`src/sas_link_pkg.sv`:
```
package sas_link_pkg;

  // Link-rate codes, shared by the link rate and the connection rate
  typedef logic [1:0] rate_t;
  localparam rate_t RATE_1G5 = 2'h0;
  localparam rate_t RATE_3G  = 2'h1;
  localparam rate_t RATE_6G  = 2'h2;

  // Transmit dword kinds; the serializer maps each kind to its encoding
  typedef logic [3:0] tx_kind_t;
  localparam tx_kind_t TX_IDLE        = 4'h0;
  localparam tx_kind_t TX_ALIGN       = 4'h1;
  localparam tx_kind_t TX_NOTIFY      = 4'h2;
  localparam tx_kind_t TX_DATA        = 4'h3;
  localparam tx_kind_t TX_SOF         = 4'h4;
  localparam tx_kind_t TX_EOF         = 4'h5;
  localparam tx_kind_t TX_RRDY        = 4'h6;
  localparam tx_kind_t TX_ACK         = 4'h7;
  localparam tx_kind_t TX_NAK_CRC     = 4'h8;
  localparam tx_kind_t TX_DONE        = 4'h9;
  localparam tx_kind_t TX_CLOSE       = 4'hA;
  localparam tx_kind_t TX_OPEN_ACCEPT = 4'hB;
  localparam tx_kind_t TX_OPEN_REJECT = 4'hC;
  localparam tx_kind_t TX_CRED_BLOCK  = 4'hD;

  // Frame length limits in data dwords, CRC dword included
  localparam logic [8:0] FRAME_MIN_DW = 9'd7;
  localparam logic [8:0] FRAME_MAX_DW = 9'd263;

  // Credit ceiling
  localparam logic [7:0] CREDIT_MAX = 8'd255;

  // Timing
  localparam int CLK_PERIOD_PS  = 4000;
  localparam int TIMEOUT_US     = 1000;
  localparam int TIMEOUT_CYCLES = (TIMEOUT_US * 1000000) / CLK_PERIOD_PS;

endpackage

```
`src/rate_match_gen.sv`:
```
`timescale 1ns/1ns
// Decides per dword slot whether a rate-matching deletable primitive goes
// out, and which one, rotating the four ALIGN variants.
module rate_match_gen (
  // Clock and reset
  input  wire logic                 clock,
  input  wire logic                 arst_n,
  // Rates and enable
  input  wire logic                 active,
  input  wire sas_link_pkg::rate_t  link_rate,
  input  wire sas_link_pkg::rate_t  conn_rate,
  input  wire logic                 use_notify,
  // Slot handshake
  input  wire logic                 slot,
  output logic                      insert,
  output logic                      ins_notify,
  output logic [1:0]                align_sel
);
  import sas_link_pkg::*;

  logic [1:0] phase_q, phase_d;   // Position in the 2- or 4-dword pattern
  logic [1:0] align_q, align_d;   // Next ALIGN variant
  logic       ratio2, ratio4;

  // Ratio decode; equal rates need no insertion
  always_comb begin
    ratio4 = (link_rate == RATE_6G) && (conn_rate == RATE_1G5);
    ratio2 = ((link_rate == RATE_3G) && (conn_rate == RATE_1G5)) ||
             ((link_rate == RATE_6G) && (conn_rate == RATE_3G));
  end

  // Pattern: 2:1 alternates, 4:1 inserts three of every four slots
  always_comb begin
    insert = 1'b0;
    if (active && ratio2) begin
      insert = (phase_q[0] == 1'b0);
    end else if (active && ratio4) begin
      insert = (phase_q != 2'd3);
    end
  end

  assign ins_notify = use_notify;
  assign align_sel  = align_q;

  // Next state; tolerance slots never reach here, so windows exclude them
  always_comb begin
    phase_d = phase_q;
    align_d = align_q;
    if (!active) begin
      phase_d = 2'd0;
    end else if (slot) begin
      phase_d = phase_q + 2'd1;
      if (insert && !use_notify) begin
        align_d = align_q + 2'd1;
      end
    end
  end

  // Registers
  always_ff @(posedge clock or negedge arst_n) begin
    if (!arst_n) begin
      phase_q <= 2'd0;
      align_q <= 2'd0;
    end else begin
      phase_q <= phase_d;
      align_q <= align_d;
    end
  end

  // Two-to-one pattern never misses two slots in a row
  a_ratio2_window: assert property (@(posedge clock) disable iff (!arst_n)
    (active && ratio2 && slot && !insert) ##1 (active && ratio2 && slot) |-> insert)
    else $error("two plain dwords in a 2:1 window");

  // Four-to-one pattern has one plain slot per four
  a_ratio4_window: assert property (@(posedge clock) disable iff (!arst_n)
    (active && ratio4 && slot && !insert) |=> (!slot || !active || insert))
    else $error("plain dword too soon in 4:1 pattern");

  // Equal rates insert nothing
  a_equal_none: assert property (@(posedge clock) disable iff (!arst_n)
    (link_rate == conn_rate) |-> !insert)
    else $error("insert at equal rates");

  // ALIGN variant advances after each ALIGN sent
  a_align_rotate: assert property (@(posedge clock) disable iff (!arst_n)
    (slot && insert && !use_notify && active) |=> (align_sel == $past(align_sel) + 2'd1))
    else $error("ALIGN variant did not rotate");

endmodule

```
`src/sas_ssp_link.sv`:
```
`timescale 1ns/1ns
// How it works
// - Insert deletables when link faster than connection
// - Two-to-one: one deletable per two dwords
// - Four-to-one: three deletables per four dwords
// - Tolerance deletables excluded from rate windows
// - Drop every received ALIGN and NOTIFY
// - Rotate four ALIGNs; NOTIFY may replace
// - Start matching after OPEN frame or accept
// - Idle dwords paced while awaiting response
// - Stop after CLOSE, BREAK, reply, reject
// - Send RRDY within 1 ms of accept
// - No credit possible: reject with retry
// - Initiator: no retry for outgoing wait
// - Target may retry-reject for any reason
// - Transmit and receive run independently
// - DONE when no frames; reverse primitives allowed
// - Frames framed by SOF and EOF, CRC last
// - Discard frames under 7 or over 263
// - ACK good frame within 1 ms
// - NAK on CRC, invalid dword, ERROR
// - Report NAK or ACK/NAK timeout upward
// - Credit from zero, RRDY adds, max 255
// - After DONE: timer, no frames, then CLOSE
module sas_ssp_link #(
  parameter int TIMEOUT_CYC = sas_link_pkg::TIMEOUT_CYCLES
) (
  // Clock and reset
  input  wire logic                    clock,
  input  wire logic                    arst_n,
  // Rates and options
  input  wire sas_link_pkg::rate_t     link_rate,
  input  wire sas_link_pkg::rate_t     conn_rate,
  input  wire logic                    use_notify,
  input  wire logic                    port_is_target,
  // Connection control from the port layer
  input  wire logic                    open_req_in,
  input  wire logic                    open_sent,
  input  wire logic                    open_reject_rx,
  input  wire logic                    break_sent,
  input  wire logic                    buf_avail,
  input  wire logic                    need_outgoing,
  // Transmit slot and tolerance insertion from the physical side
  input  wire logic                    tx_slot,
  input  wire logic                    tol_slot,
  // Transmit frame request
  input  wire logic                    tx_frame_valid,
  input  wire logic [31:0]             tx_frame_data,
  input  wire logic                    tx_frame_last,
  output logic                         tx_frame_ready,
  input  wire logic                    tx_no_more,
  // Received dword stream
  input  wire logic                    rx_valid,
  input  wire sas_link_pkg::tx_kind_t  rx_kind,
  input  wire logic [31:0]             rx_data,
  input  wire logic                    rx_bad,
  input  wire logic                    rx_crc_ok,
  // Transmitted dword
  output sas_link_pkg::tx_kind_t       tx_kind,
  output logic [31:0]                  tx_data,
  // Received data towards the frame buffer
  output logic                         rx_dw_valid,
  output logic [31:0]                  rx_dw_data,
  // Status towards the transport layer
  output logic                         conn_open,
  output logic [7:0]                   tx_credit,
  output logic                         frame_good,
  output logic                         frame_err,
  output logic                         tx_link_err
);
  import sas_link_pkg::*;

  typedef enum logic [3:0] {
    C_IDLE   = 4'b0001,
    C_WAIT   = 4'b0010,
    C_OPEN   = 4'b0100,
    C_CLOSE  = 4'b1000
  } conn_e;

  conn_e      conn_q, conn_d;        // Connection state
  logic       rm_q, rm_d;            // Rate matching active
  logic [7:0] credit_q, credit_d;    // Transmit credit granted by the far end
  logic       rrdy_owed_q, rrdy_owed_d;
  logic       done_tx_q, done_tx_d, done_rx_q, done_rx_d;
  logic       in_frame_q, in_frame_d;
  logic [8:0] rx_len_q, rx_len_d;
  logic       rx_err_q, rx_err_d;
  logic [1:0] ack_pend_q, ack_pend_d; // 1 = ACK, 2 = NAK owed
  logic       tx_in_frame_q, tx_in_frame_d;
  logic       eof_owed_q, eof_owed_d;    // EOF still owed; kept apart so ACK or ALIGN cannot swallow it
  logic       await_ack_q, await_ack_d;
  logic [31:0] tmr_q, tmr_d;         // Shared 1 ms timer: RRDY, ACK/NAK, DONE
  logic       good_q, good_d, err_q, err_d, lerr_q, lerr_d;
  tx_kind_t   kind_q, kind_d;
  logic [31:0] data_q, data_d;
  logic       rdw_v_q, rdw_v_d;
  logic [31:0] rdw_q, rdw_d;
  logic       rm_insert, rm_notify;
  logic [1:0] rm_align;
  logic       rm_slot, can_grant, rx_eof, len_ok;

  // A rate-matching slot is a real slot not taken by tolerance insertion
  assign rm_slot = tx_slot && !tol_slot;

  rate_match_gen u_rm (
    .clock      (clock),
    .arst_n     (arst_n),
    .active     (rm_q),
    .link_rate  (link_rate),
    .conn_rate  (conn_rate),
    .use_notify (use_notify),
    .slot       (rm_slot),
    .insert     (rm_insert),
    .ins_notify (rm_notify),
    .align_sel  (rm_align)
  );

  // Credit can be granted only with a free buffer; initiators never count
  // their own outgoing wait against that, which avoids livelock
  always_comb begin
    can_grant = buf_avail;
    if (port_is_target && need_outgoing) begin
      can_grant = 1'b0;
    end
  end

  assign rx_eof = rx_valid && (rx_kind == TX_EOF);
  assign len_ok = (rx_len_q >= FRAME_MIN_DW) && (rx_len_q <= FRAME_MAX_DW);

  // Connection, credit and frame handling
  always_comb begin
    conn_d = conn_q;
    rm_d = rm_q;
    credit_d = credit_q;
    rrdy_owed_d = rrdy_owed_q;
    done_tx_d = done_tx_q;
    done_rx_d = done_rx_q;
    in_frame_d = in_frame_q;
    rx_len_d = rx_len_q;
    rx_err_d = rx_err_q;
    ack_pend_d = ack_pend_q;
    tx_in_frame_d = tx_in_frame_q;
    eof_owed_d = eof_owed_q;
    await_ack_d = await_ack_q;
    tmr_d = (tmr_q != 32'd0) ? tmr_q - 32'd1 : 32'd0;
    good_d = 1'b0;
    err_d = 1'b0;
    lerr_d = 1'b0;
    kind_d = kind_q;
    data_d = data_q;
    rdw_v_d = 1'b0;
    rdw_d = rdw_q;
    tx_frame_ready = 1'b0;

    // Receive path runs alongside transmit
    if (rx_valid && rx_kind != TX_ALIGN && rx_kind != TX_NOTIFY) begin
      case (rx_kind)
        TX_SOF: begin
          in_frame_d = 1'b1;
          rx_len_d = 9'd0;
          rx_err_d = 1'b0;
        end
        TX_DATA: begin
          if (in_frame_q) begin
            if (rx_len_q != 9'h1FF) begin
              rx_len_d = rx_len_q + 9'd1;
            end
            rx_err_d = rx_err_q | rx_bad;
            rdw_v_d = 1'b1;
            rdw_d = rx_data;
          end
        end
        TX_EOF: begin
          in_frame_d = 1'b0;
          if (in_frame_q && len_ok) begin
            if (rx_err_q || !rx_crc_ok) begin
              ack_pend_d = 2'd2;
              err_d = 1'b1;
            end else begin
              ack_pend_d = 2'd1;
              good_d = 1'b1;
            end
          end
        end
        TX_RRDY: begin
          if (credit_q != CREDIT_MAX) begin
            credit_d = credit_q + 8'd1;
          end
        end
        TX_ACK: begin
          await_ack_d = 1'b0;
        end
        TX_NAK_CRC: begin
          await_ack_d = 1'b0;
          lerr_d = 1'b1;
        end
        TX_DONE: begin
          done_rx_d = 1'b1;
        end
        default: begin
          if (in_frame_q) begin
            rx_err_d = 1'b1;
          end
        end
      endcase
    end

    // Connection state
    case (conn_q)
      C_IDLE: begin
        if (open_req_in) begin
          credit_d = 8'd0;
          done_tx_d = 1'b0;
          done_rx_d = 1'b0;
          if (can_grant) begin
            kind_d = TX_OPEN_ACCEPT;
            conn_d = C_OPEN;
            rm_d = 1'b1;
            rrdy_owed_d = 1'b1;
            tmr_d = TIMEOUT_CYC;
          end else begin
            kind_d = TX_OPEN_REJECT;
          end
        end else if (open_sent) begin
          credit_d = 8'd0;
          done_tx_d = 1'b0;
          done_rx_d = 1'b0;
          rm_d = 1'b1;
          conn_d = C_WAIT;
        end
      end
      C_WAIT: begin
        if (open_reject_rx || break_sent) begin
          rm_d = 1'b0;
          conn_d = C_IDLE;
        end else if (rx_valid && rx_kind == TX_OPEN_ACCEPT) begin
          conn_d = C_OPEN;
          rrdy_owed_d = 1'b1;
          tmr_d = TIMEOUT_CYC;
        end
      end
      C_OPEN: begin
        if (break_sent) begin
          rm_d = 1'b0;
          conn_d = C_IDLE;
        end else if (done_tx_q && (done_rx_q || rx_kind == TX_DONE && rx_valid)) begin
          conn_d = C_CLOSE;
        end else if ((await_ack_q || done_tx_q) && tmr_q == 32'd1) begin
          lerr_d = await_ack_q;
          await_ack_d = 1'b0;
        end
      end
      C_CLOSE: begin
        conn_d = C_IDLE;
      end
      default: begin
        conn_d = C_IDLE;
      end
    endcase

    // Transmit slot: CLOSE first, then deletable, ACK/NAK, RRDY, frame dwords, SOF, DONE, then EOF
    if (tx_slot && !tol_slot && conn_q != C_IDLE) begin
      if (conn_q == C_CLOSE) begin
        kind_d = TX_CLOSE;
        rm_d = 1'b0;
      end else if (rm_insert) begin
        kind_d = rm_notify ? TX_NOTIFY : TX_ALIGN;
        data_d = {30'd0, rm_align};
      end else if (ack_pend_q != 2'd0) begin
        kind_d = (ack_pend_q == 2'd1) ? TX_ACK : TX_NAK_CRC;
        ack_pend_d = 2'd0;
      end else if (rrdy_owed_q && conn_q == C_OPEN && can_grant) begin
        kind_d = TX_RRDY;
        rrdy_owed_d = 1'b0;
      end else if (conn_q == C_OPEN && !done_tx_q && tx_in_frame_q) begin
        tx_frame_ready = tx_frame_valid;
        kind_d = tx_frame_valid ? TX_DATA : TX_IDLE;
        data_d = tx_frame_data;
        if (tx_frame_valid && tx_frame_last) begin
          tx_in_frame_d = 1'b0;
          eof_owed_d = 1'b1;
        end
      end else if (conn_q == C_OPEN && !done_tx_q && tx_frame_valid && credit_q != 8'd0 && !await_ack_q) begin
        kind_d = TX_SOF;
        tx_in_frame_d = 1'b1;
        credit_d = credit_q - 8'd1;
        await_ack_d = 1'b1;
        tmr_d = TIMEOUT_CYC;
      end else if (conn_q == C_OPEN && !done_tx_q && tx_no_more && !await_ack_q) begin
        kind_d = TX_DONE;
        done_tx_d = 1'b1;
        tmr_d = TIMEOUT_CYC;
      end else if (eof_owed_q) begin
        kind_d = TX_EOF;
        eof_owed_d = 1'b0;
      end else begin
        kind_d = TX_IDLE;
      end
    end else if (tx_slot && !tol_slot) begin
      if (conn_q == C_IDLE && !open_req_in) begin
        kind_d = TX_IDLE;
      end
    end
  end

  // Registers
  always_ff @(posedge clock or negedge arst_n) begin
    if (!arst_n) begin
      conn_q <= C_IDLE;
      rm_q <= 1'b0;
      credit_q <= 8'd0;
      rrdy_owed_q <= 1'b0;
      done_tx_q <= 1'b0;
      done_rx_q <= 1'b0;
      in_frame_q <= 1'b0;
      rx_len_q <= 9'd0;
      rx_err_q <= 1'b0;
      ack_pend_q <= 2'd0;
      tx_in_frame_q <= 1'b0;
      eof_owed_q <= 1'b0;
      await_ack_q <= 1'b0;
      tmr_q <= 32'd0;
      good_q <= 1'b0;
      err_q <= 1'b0;
      lerr_q <= 1'b0;
      kind_q <= TX_IDLE;
      data_q <= 32'h0000_0000;
      rdw_v_q <= 1'b0;
      rdw_q <= 32'h0000_0000;
    end else begin
      conn_q <= conn_d;
      rm_q <= rm_d;
      credit_q <= credit_d;
      rrdy_owed_q <= rrdy_owed_d;
      done_tx_q <= done_tx_d;
      done_rx_q <= done_rx_d;
      in_frame_q <= in_frame_d;
      rx_len_q <= rx_len_d;
      rx_err_q <= rx_err_d;
      ack_pend_q <= ack_pend_d;
      tx_in_frame_q <= tx_in_frame_d;
      eof_owed_q <= eof_owed_d;
      await_ack_q <= await_ack_d;
      tmr_q <= tmr_d;
      good_q <= good_d;
      err_q <= err_d;
      lerr_q <= lerr_d;
      kind_q <= kind_d;
      data_q <= data_d;
      rdw_v_q <= rdw_v_d;
      rdw_q <= rdw_d;
    end
  end

  // Outputs
  assign tx_kind = kind_q;
  assign tx_data = data_q;
  assign rx_dw_valid = rdw_v_q;
  assign rx_dw_data = rdw_q;
  assign conn_open = (conn_q == C_OPEN);
  assign tx_credit = credit_q;
  assign frame_good = good_q;
  assign frame_err = err_q;
  assign tx_link_err = lerr_q;

  // Rejected open never opens
  a_reject_closed: assert property (@(posedge clock) disable iff (!arst_n)
    (conn_q == C_IDLE && open_req_in && !can_grant) |=> (tx_kind == TX_OPEN_REJECT && conn_q == C_IDLE))
    else $error("open accepted without credit");

  // Short frames are never acknowledged
  a_short_drop: assert property (@(posedge clock) disable iff (!arst_n)
    (rx_eof && in_frame_q && rx_len_q < FRAME_MIN_DW) |=> (ack_pend_q == $past(ack_pend_q)))
    else $error("short frame acknowledged");

  // Credit never passes the ceiling
  a_credit_cap: assert property (@(posedge clock) disable iff (!arst_n)
    (credit_q == CREDIT_MAX && conn_q == C_OPEN) |=> (credit_q >= CREDIT_MAX - 8'd1))
    else $error("credit above ceiling");

  // No frame start after DONE
  a_no_frame_done: assert property (@(posedge clock) disable iff (!arst_n)
    done_tx_q && conn_q == C_OPEN |=> tx_kind != TX_SOF)
    else $error("frame after DONE");

  // Reject stops rate matching
  a_reject_stop: assert property (@(posedge clock) disable iff (!arst_n)
    (conn_q == C_WAIT && open_reject_rx) |=> !rm_q)
    else $error("rate matching after reject");

  // Bad frame NAKed
  a_bad_nak: assert property (@(posedge clock) disable iff (!arst_n)
    (rx_eof && in_frame_q && len_ok && !rx_crc_ok) |=> (ack_pend_q == 2'd2 && frame_err))
    else $error("bad frame not NAKed");

endmodule

```
`config.mk`:
```
export PLATFORM = sky130hd
export DESIGN_NAME = sas_ssp_link
export DESIGN_NICKNAME = d
export VERILOG_FILES = /design/src/sas_link_pkg.sv /design/src/rate_match_gen.sv /design/src/sas_ssp_link.sv
export SDC_FILE = /design/constraint.sdc
export NUM_CORES = 1
export LEC_CHECK = 0
export BUFFER_PORTS_ARGS = -buffer_cell sky130_fd_sc_hd__buf_2
export CAP_MARGIN = 0
export CORE_MARGIN = 2
export CORE_UTILIZATION = 50
export DETAILED_ROUTE_END_ITERATION = 7
export PLACE_DENSITY_LB_ADDON = 0.25
export SLEW_MARGIN = 10
export SYNTH_ARGS = -nofsm -noshare
export SYNTH_HDL_FRONTEND = slang
export SYNTH_SLANG_ARGS = --single-unit
```
`constraint.sdc`:
```
create_clock -name clock -period 3.2 [get_ports clock]
set_clock_uncertainty 0.1 [all_clocks]
set_input_delay 0.64 -clock clock [delete_from_list [all_inputs] [get_ports clock]]
set_output_delay 0.64 -clock clock [all_outputs]
set_load 0.005 [all_outputs]
```
# ---- Word-level counts from Yosys, hierarchy flattened
# Index checks and enable logic that the tools add are counted.
dict set report word_totals {
  reg_bits 140
  input_bits 90
  out_inout_bits 82
}
dict set report op_classes {
  addsub 6
  n_lt_le_gt_ge 2
  n_eq_ne 35
  mux 153
  n_bitwise 7
  n_reduce_logical 59
}
# operator count
set op_table {}
lappend op_table {{32-bit 2-to-1 mux} 17}
lappend op_table {{8-bit 2-to-1 mux} 13}
lappend op_table {{1-bit 2-to-1 mux} 80}
lappend op_table {{4-bit 2-to-1 mux} 20}
lappend op_table {{32-bit case mux with 2 select lines} 1}
lappend op_table {{32-bit by 1-bit == test with 1-bit output (second input constant)} 1}
lappend op_table {{32-bit nonzero test} 1}
lappend op_table {{32-bit by 1-bit subtractor with 32-bit output (second input constant)} 1}
lappend op_table {{1-bit logical AND} 28}
lappend op_table {{2-bit 2-to-1 mux} 12}
lappend op_table {{4-bit by 3-bit == test with 1-bit output (second input constant)} 5}
lappend op_table {{9-bit 2-to-1 mux} 2}
lappend op_table {{9-bit case mux with 2 select lines} 1}
lappend op_table {{4-bit == test (second input constant)} 4}
lappend op_table {{4-bit case mux with 3 select lines} 1}
lappend op_table {{4-bit AND reduction} 3}
lappend op_table {{2-bit nonzero test} 6}
lappend op_table {{2-bit inequality test (second input constant)} 5}
lappend op_table {{9-bit by 1-bit adder with 9-bit output (second input constant)} 1}
lappend op_table {{9-bit by 3-bit greater-or-equal comparator with 1-bit output (second input constant)} 1}
lappend op_table {{9-bit less-or-equal comparator (second input constant)} 1}
lappend op_table {{3-bit inequality test (second input constant)} 3}
lappend op_table {{9-bit inequality test (second input constant)} 1}
lappend op_table {{8-bit by 1-bit adder with 8-bit output (second input constant)} 1}
lappend op_table {{27 further kinds} 53}

# ---- Depth between registers and ports, before layout
# Gate-level depths: netlist of the first run.
dict set report logic_depth {
  ltp_word 15
  mapped_depth 10
}

# ---- By module
# Synthesis of the first run repeated with hierarchy kept, for this count alone.
dict set report unflattened {
  cells_unflattened 612
  hier_area_um2 6647.6
}
# mod instances cells_per_inst area_per_inst_um2 seq_area_each_um2
set by_module_without_submodules {}
lappend by_module_without_submodules {sas_ssp_link 1 592 6409.9 3404.5}
lappend by_module_without_submodules {rate_match_gen 1 20 237.7 100.1}

# ---- Worst setup path after synthesis of the first run
# Ideal clock, no wire load.
dict set report synth_path {
  kind {input-to-output}
  startpoint {input tol_slot}
  endpoint {output tx_frame_ready}
  arrival_ps 1802
  required_ps 2460
  slack_ps 658
  stages 6
  n_path_buf 1
  path_cell_list {nand2b_1 clkbuf_1 a2111oi_0 and3_1 nand2_1 nor2_1}
}
dict set report synth_between {
  elab_chain_len 4
}
# item line
set synth_rtl {}
lappend synth_rtl {{start, declared} sas_ssp_link.sv:45} ;# input wire logic tol_slot,
lappend synth_rtl {{1-bit zero test} sas_ssp_link.sv:262} ;# if (tx_slot && !tol_slot && conn_q != C_IDLE) begin
lappend synth_rtl {{1-bit logical AND (2 in series)} sas_ssp_link.sv:262}
lappend synth_rtl {{1-bit 2-to-1 mux} sas_ssp_link.sv:262}
lappend synth_rtl {{end, declared} sas_ssp_link.sv:50} ;# output logic tx_frame_ready,
# No other way between the ends.

# ---- Final worst setup path of the first run
dict set report layout_path {
  startpoint {register conn_q[1]}
  endpoint {output tx_frame_ready}
}
dict set report layout_between {
  elab_chain_len 9
}
# item line
set layout_rtl {}
lappend layout_rtl {{start, declared} sas_ssp_link.sv:80} ;# conn_e conn_q, conn_d;
lappend layout_rtl {{start signal, assigned} sas_ssp_link.sv:331} ;# conn_q <= conn_d;
lappend layout_rtl {{4-bit by 3-bit == test with 1-bit output} {sas_ssp_link.sv:272, sas_ssp_link.sv:275}}
lappend layout_rtl {{1-bit logical AND (2 in series)} sas_ssp_link.sv:275} ;# end else if (conn_q == C_OPEN && !done_tx_q && tx_in_frame_q) begin
lappend layout_rtl {{1-bit 2-to-1 mux} sas_ssp_link.sv:275}
lappend layout_rtl {{1-bit 2-to-1 mux} sas_ssp_link.sv:272} ;# end else if (rrdy_owed_q && conn_q == C_OPEN && can_grant) begin
lappend layout_rtl {{1-bit 2-to-1 mux} sas_ssp_link.sv:269} ;# end else if (ack_pend_q != 2'd0) begin
lappend layout_rtl {{1-bit 2-to-1 mux} sas_ssp_link.sv:266} ;# end else if (rm_insert) begin
lappend layout_rtl {{1-bit 2-to-1 mux} sas_ssp_link.sv:263} ;# if (conn_q == C_CLOSE) begin
lappend layout_rtl {{1-bit 2-to-1 mux (*)} sas_ssp_link.sv:262}
# Mark *: on every way between the ends. The rest lies on a longest branch, timed or not.

==> results by group, run 1 <==
Outcome
  • Status: finished clean

Placed design
  • HPWL Detailed: 11,750 µm
  • Setup slack after placement: 379.9 ps
  • Routability-driven placement congestion ratio: 0.8933
  • Buffers added on ports: 171
  • Total placed cells including tap cells: 970

Critical path
  • Sort of element at the end of the critical path: output pin
  • Category of the critical setup timing path: flop to output pin
  • Highest fanout seen on the critical path: 7
  • Required time of the worst setup path: 2460 ps
  • Register-to-Register Path Depth: 9
  • Reg-to-reg critical path startpoint: rx_len_q[0]
  • End of the worst register-to-register path: rx_len_q[4]
  • Data arrival time of the critical path: 2200 ps
  • Kind of launch point of the worst setup path: flop
  • R2r setup slk: 360 ps

Global route
  • Leftover overflow at the end of global routing: 0
  • Largest net degree at the start of global routing: 66
  • Vias in the first global route: 5,508
  • Total track usage: 0.2249
  • Wire length of the first global-routing pass: 26,120 µm
  • Number of antenna violations at the first check in global routing: 0

Die
  • Starting utilization of the core area: 0.5163
  • Die Span Y: 121.4 µm
  • Area enclosed by the die boundary: 14,740 µm²
  • Area of the core region: 13,350 µm²
  • Floorplan die width: 121.4 µm
  • Count of standard-cell rows: 42
  • I/O pin count: 172

Pwr
  • Total power per unit cell area: 684.2 nW/µm²
  • Static leakage power: 4.076 nW
  • Total power after layout: 5.808 mW
  • Worst vdd rail ir drop: 0.4270 mV

Yosys
  • Number of different library cells in the post-synthesis netlist: 76
  • Post-Synthesis Net Count: 737
  • Yosys warning total: 0
  • Cell count after synthesis: 639
  • Main area contributors after synthesis: sky130_fd_sc_hd__dfrtp_1 (50%), sky130_fd_sc_hd__mux2_2 (5.4%), sky130_fd_sc_hd__a22o_1 (4.1%)
  • Total standard cell area after synthesis: 6892 µm²
  • Synthesized area per cell: 10.78 µm²
  • Number of flops mapped to enable cells by yosys: 0
  • Share of Yosys cell area claimed by the top area cell type: 0.5047
  • Cell type with the largest total area after synthesis: sky130_fd_sc_hd__dfrtp_1
  • Share of synthesized area occupied by flip-flops and latches: 0.5085
  • Post-synth ARST share: 1.000
  • Most instantiated flip-flop cell in the synthesis netlist: sky130_fd_sc_hd__dfrtp_1
  • Number of storage elements in the synthesis netlist: 140

STA
  • RSZ-0062 raised after global routing: no
  • Final setup violation count: 0
  • Setup TNS: 0 ps
  • Setup ws final: 260.2 ps
  • Tightest slew margin relative to the limit: 0.4892
  • Max Slew Vio Count: 0
  • Slew at the pin closest to its max-slew limit: 755.5 ps
  • Final Hold Viols: 0
  • Post-route clock period utilization: 0.9187
  • Crit path time final: 2940 ps
  • Highest Clock Rate: 340.2 MHz

Layout
  • Area growth from synthesis to layout: 23.18%
  • Fraction of final layout cells sized beyond drive strength 1: 0.3475
  • Final nets: 911
  • Most frequent cells in the layout: sky130_fd_sc_hd__buf_2 (170), sky130_fd_sc_hd__dfrtp_1 (139), sky130_fd_sc_hd__nor2_1 (46)
  • Layout Cells excl Fill: 1,002
  • Utilization after layout: 0.6360
  • Most common cell after layout, fill and taps aside: sky130_fd_sc_hd__buf_2
  • Antenna diode instance count: 0

Run
  • Maximum capacitance violations: 0

Clock tree
  • Clock-pin slew on the worst setup and hold paths: 60 ps
  • CTS tree: yes
  • Cts-stage hold buffer count: 0
  • Depth of the CTS H-tree: 4
  • Post-CTS repair timing setup buffer count: 0
  • Buffer type at the clock tree root: sky130_fd_sc_hd__clkbuf_16
  • Longest Clk Path Bufs: 2
  • TritonCTS Sinks: 140
  • Number of CTS-inserted buffers: 17
  • PostCTS Resize Cnt: 0
  • Clock network latency to the later pin of the worst-skew pair: 420 ps

Detailed routing
  • Detail Route Antenna Nets: 0
  • Routed length per placed instance: 16.35 µm
  • Vias per cell: 5.628
  • Total wire length after detailed routing: 16,380 µm
  • DRC violation total after the first TritonRoute iteration: 345
  • First drt pass iteration count: 5
  • Remaining design rule violation count: 0
  • Total via count after detailed routing: 5,639

Min path
  • Hold Path Class: input pin to asynchronous set/reset pin
-- power by group --
group	switching (mW)	leakage, nW	internal (mW)
logic	0.801	1.97	0.736
clock network	0.756	0.267	1.10
registers	0.258	1.84	2.16
-- registers in the layout (all words and copies together) (netlist names), 2 cells and up, named ones only --
signal,flops
u_rm.align_sel,2
rx_dw_data,32
u_rm.phase_q,2
tmr_q,32
ack_pend_q,2
tx_kind,3
conn_q,4
tx_data,32
tx_credit,8
rx_len_q,9
-- worst max-delay path: stages (launching register included) --
cell and delay, ps:
sky130_fd_sc_hd__dfrtp_1 400, sky130_fd_sc_hd__or2_4 280, sky130_fd_sc_hd__or3b_1 530, sky130_fd_sc_hd__clkinv_4 120, sky130_fd_sc_hd__nand3_4 120, sky130_fd_sc_hd__nand2_1 150, sky130_fd_sc_hd__nor2_1 60, sky130_fd_sc_hd__buf_2 120
-- metrics by stage --
| stage | area [µm²] | hold WS [ps] |
|---|---|---|
| floorplan | 6892 | 244.4 |
| finish | 8489 | 93.78 |
| global placement | 7928 | 362.8 |
| CTS | 8489 | 108.9 |
| detailed placement | 7928 | 361.7 |
| global route | 8489 | 134.6 |
-- cell type report --
type                            instances  area, µm²
Multi-Input combinational cell        455       3177
Clock inverter                         12      115.1
Sequential cell                       140       3505
Clock buffer                           20      446.7
Fill cell                            1071       4858
Inverter                               17      68.82
Timing Repair Buffer                  182      957.2
Tap cell                              176      220.2
-- layer usage --
layer / vias up / track usage / share of wire
met5: - / 0 / 0
met4: 0 / 0.08693 / 0.017
met3: 27 / 0.04605 / 0.053
met2: 189 / 0.3883 / 0.51
met1: 2760 / 0.2769 / 0.42
li1: 2663 / - / -
-- kinds of logic after synthesis --
group | synth area share
AOI/OAI and AO/OA | 0.1400
xor gates and xnor gates | 0.04321
adders and majority gates | 0.01452
buffers and inverters | 0.03141
DFF | 0.5085
muxes | 0.06118
and+or+nand+nor | 0.2012
-- worst max-delay path by stage --
stage	start	endpoint	cells past startpoint
2_1_floorplan	tol_slot	tx_frame_ready	6
5_1_grt	conn_q[0]	tx_frame_ready	6
4_1_cts	conn_q[1]	tx_frame_ready	7
3_5_place_dp	rx_len_q[0]	rx_len_q[4]	9
3_3_place_gp	rx_len_q[0]	rx_len_q[4]	9
6_report	conn_q[1]	tx_frame_ready	7
-- cell usage after synthesis (all sizes together), types with 13 or more instances --
library cell	number
a21oi	14
a22o	32
buf	18
dfrtp	139
inv	16
mux2	33
nand2	47
nand3	13
nor2	67
nor3	27
o21ai	35
xnor2	23
Note: power is estimated with default switching activity, not from simulation.
==> run 2: changes to the inputs <==
Settings changed: PLACE_DENSITY_LB_ADDON 0.25 to 0.1.
==> results by group, run 2 (synthesis results as in run 1) <==
Die
  • I/O pin count: 172 (unchanged)
  • Starting utilization of the core area: 0.5163 (unchanged)
  • Area of the core region: 13,350 µm² (unchanged)
  • Count of standard-cell rows: 42 (unchanged)
  • Floorplan die width: 121.4 µm (unchanged)
  • Die Span Y: 121.4 µm (unchanged)
  • Area enclosed by the die boundary: 14,740 µm² (unchanged)

Critical path
  • Sort of element at the end of the critical path: output pin
  • Kind of launch point of the worst setup path: flop
  • Category of the critical setup timing path: flop to output pin
  • Data arrival time of the critical path: 2210 ps (about the same)
  • Highest fanout seen on the critical path: 7 (unchanged)
  • Required time of the worst setup path: 2460 ps (about the same)

Placed design
  • Total placed cells including tap cells: 971 (+0.10%)
  • Setup slack after placement: 424.0 ps (+44.15 ps)
  • Placed cell area: 7948 µm² (+0.25%)
  • Routability-driven placement congestion ratio: 0.9118 (+2.1%)
  • HPWL Detailed: 12,080 µm (+2.8%)
  • Buffers added on ports: 171 (unchanged)

Detailed routing
  • Total wire length after detailed routing: 16,480 µm (+0.62%)
  • Detail Route Antenna Nets: 0 (unchanged)
  • Detailed route wirelength on metal2: 8020 µm (-4.3%)
  • DRC violation total after the first TritonRoute iteration: 399 (+16%)
  • Remaining design rule violation count: 0 (unchanged)
  • Length of routed wiring on met1: 7349 µm (+7.1%)
  • Routed length per placed instance: 16.43 µm (+0.52%)
  • Vias per cell: 5.621 (-0.12%)
  • Total via count after detailed routing: 5,638 (-0.018%)
  • Highest routing layer actually used: met4
  • First drt pass iteration count: 5 (unchanged)
  • Routed met3 length: 979 µm (+14%)

Global route
  • Leftover overflow at the end of global routing: 0 (unchanged)
  • Total track usage: 0.2278 (+0.002918)
  • Wire length of the first global-routing pass: 26,600 µm (+1.8%)
  • Number of antenna violations at the first check in global routing: 0 (unchanged)
  • Largest net degree at the start of global routing: 69 (+4.5%)
  • Vias in the first global route: 5,373 (-2.5%)

Layout
  • Utilization after layout: 0.6397 (+0.003656)
  • Most frequent cells in the layout: sky130_fd_sc_hd__buf_2 (170), sky130_fd_sc_hd__dfrtp_1 (139), sky130_fd_sc_hd__nor2_1 (46)
  • Area growth from synthesis to layout: 23.89%
  • Post-layout instance area: 8538 µm² (+0.57%)
  • Fraction of final layout cells sized beyond drive strength 1: 0.3470 (-0.0004201)
  • Most common cell after layout, fill and taps aside: sky130_fd_sc_hd__buf_2
  • Final nets: 912 (+0.11%)
  • Antenna diode instance count: 0 (unchanged)
  • Layout Cells excl Fill: 1,003 (+0.10%)

Clock tree
  • Buffer type at the clock tree root: sky130_fd_sc_hd__clkbuf_16
  • CTS tree: yes
  • Number of CTS-inserted buffers: 17 (unchanged)
  • Cts-stage hold buffer count: 0 (unchanged)
  • Longest Clk Path Bufs: 2 (unchanged)
  • Post-CTS repair timing setup buffer count: 0 (unchanged)
  • PostCTS Resize Cnt: 0 (unchanged)
  • Clock-pin slew on the worst setup and hold paths: 70 ps (about the same)
  • TritonCTS Sinks: 140 (unchanged)
  • Depth of the CTS H-tree: 4 (unchanged)
  • Clock network latency to the later pin of the worst-skew pair: 410 ps (about the same)

STA
  • RSZ-0062 raised after global routing: no
  • Setup ws final: 254.7 ps (-5.492 ps)
  • Max Slew Vio Count: 0 (unchanged)
  • Setup TNS: 0 ps (unchanged)
  • Final hold slack: 23.46 ps (-70.33 ps)
  • Tightest slew margin relative to the limit: 0.5212 (+0.03201)
  • Final setup violation count: 0 (unchanged)
  • Final Hold Viols: 0 (unchanged)
  • Highest Clock Rate: 339.5 MHz (-0.19%)
  • Slew at the pin closest to its max-slew limit: 711.6 ps (-43.93 ps)
  • Crit path time final: 2945 ps (+5.492 ps)
  • Post-route clock period utilization: 0.9204 (+0.001716)

Run
  • Maximum capacitance violations: 0 (unchanged)

Outcome
  • Status: finished clean

Pwr
  • Total power per unit cell area: 695.2 nW/µm² (+1.6%)
  • Static leakage power: 4.107 nW (+0.76%)
  • Total power after layout: 5.936 mW (+2.2%)
  • Worst vdd rail ir drop: 0.6506 mV (+52%)

Min path
  • Hold Path Class: input pin to asynchronous set/reset pin
==> run 2: cell count changes in the layout (fill, tap and decap cells not counted), sizes merged <==
cell,previous run,this run
clkinvlp,3,1
clkinv,6,7
clkbuf,20,23
buf,182,183
inv,19,16
bufinv,1,2
==> run 2: layer usage <==
| metal | GRT usage | vias to the layer above |
|---|---|---|
| met5 | 0 | - |
| met4 | 0.05460 | 0 |
| met3 | 0.05592 | 13 |
| met2 | 0.3648 | 194 |
| met1 | 0.3141 | 2757 |
| li1 | - | 2674 |
==> run 2: final cells by class <==
cell class | instances | area [µm²]
clock buffers | 23 | 478.0
clock inverters | 9 | 112.6
fillers | 1081 | 4810
inverters | 17 | 68.82
multi-input cells | 455 | 3177
flip-flops and latches | 140 | 3505
well taps | 176 | 220.2
repair buffers | 183 | 977.2
==> run 2: final timing paths <==
kind                                         from             end  slack, ps  cells after the start
worst max-delay path                    conn_q[1]  tx_frame_ready        250                      7
worst min-delay path                       arst_n      tx_kind[2]         20                      1
worst max register to register        rx_len_q[0]     rx_len_q[4]        420                      9
worst min register to register           tmr_q[0]        tmr_q[0]        390                      1
max in group asynchronous                  arst_n   rx_dw_data[8]       2200                      2
min in group clock              tx_frame_data[15]     tx_data[15]        350                      2
==> run 2: worst max-delay path, cell delays in order (launching register included) <==
cell and delay [ps]:
sky130_fd_sc_hd__dfrtp_1 400, sky130_fd_sc_hd__or2_4 280, sky130_fd_sc_hd__or3b_1 530, sky130_fd_sc_hd__clkinv_4 130, sky130_fd_sc_hd__nand3_4 120, sky130_fd_sc_hd__nand2_1 150, sky130_fd_sc_hd__nor2_1 60, sky130_fd_sc_hd__buf_2 120
==> run 2: report_power, final <==
| group | switching (mW) | total, mW | internal [mW] |
|---|---|---|---|
| combinational | 0.799 | 1.57 | 0.766 |
| sequential | 0.261 | 2.42 | 2.16 |
| clock | 0.736 | 1.95 | 1.21 |
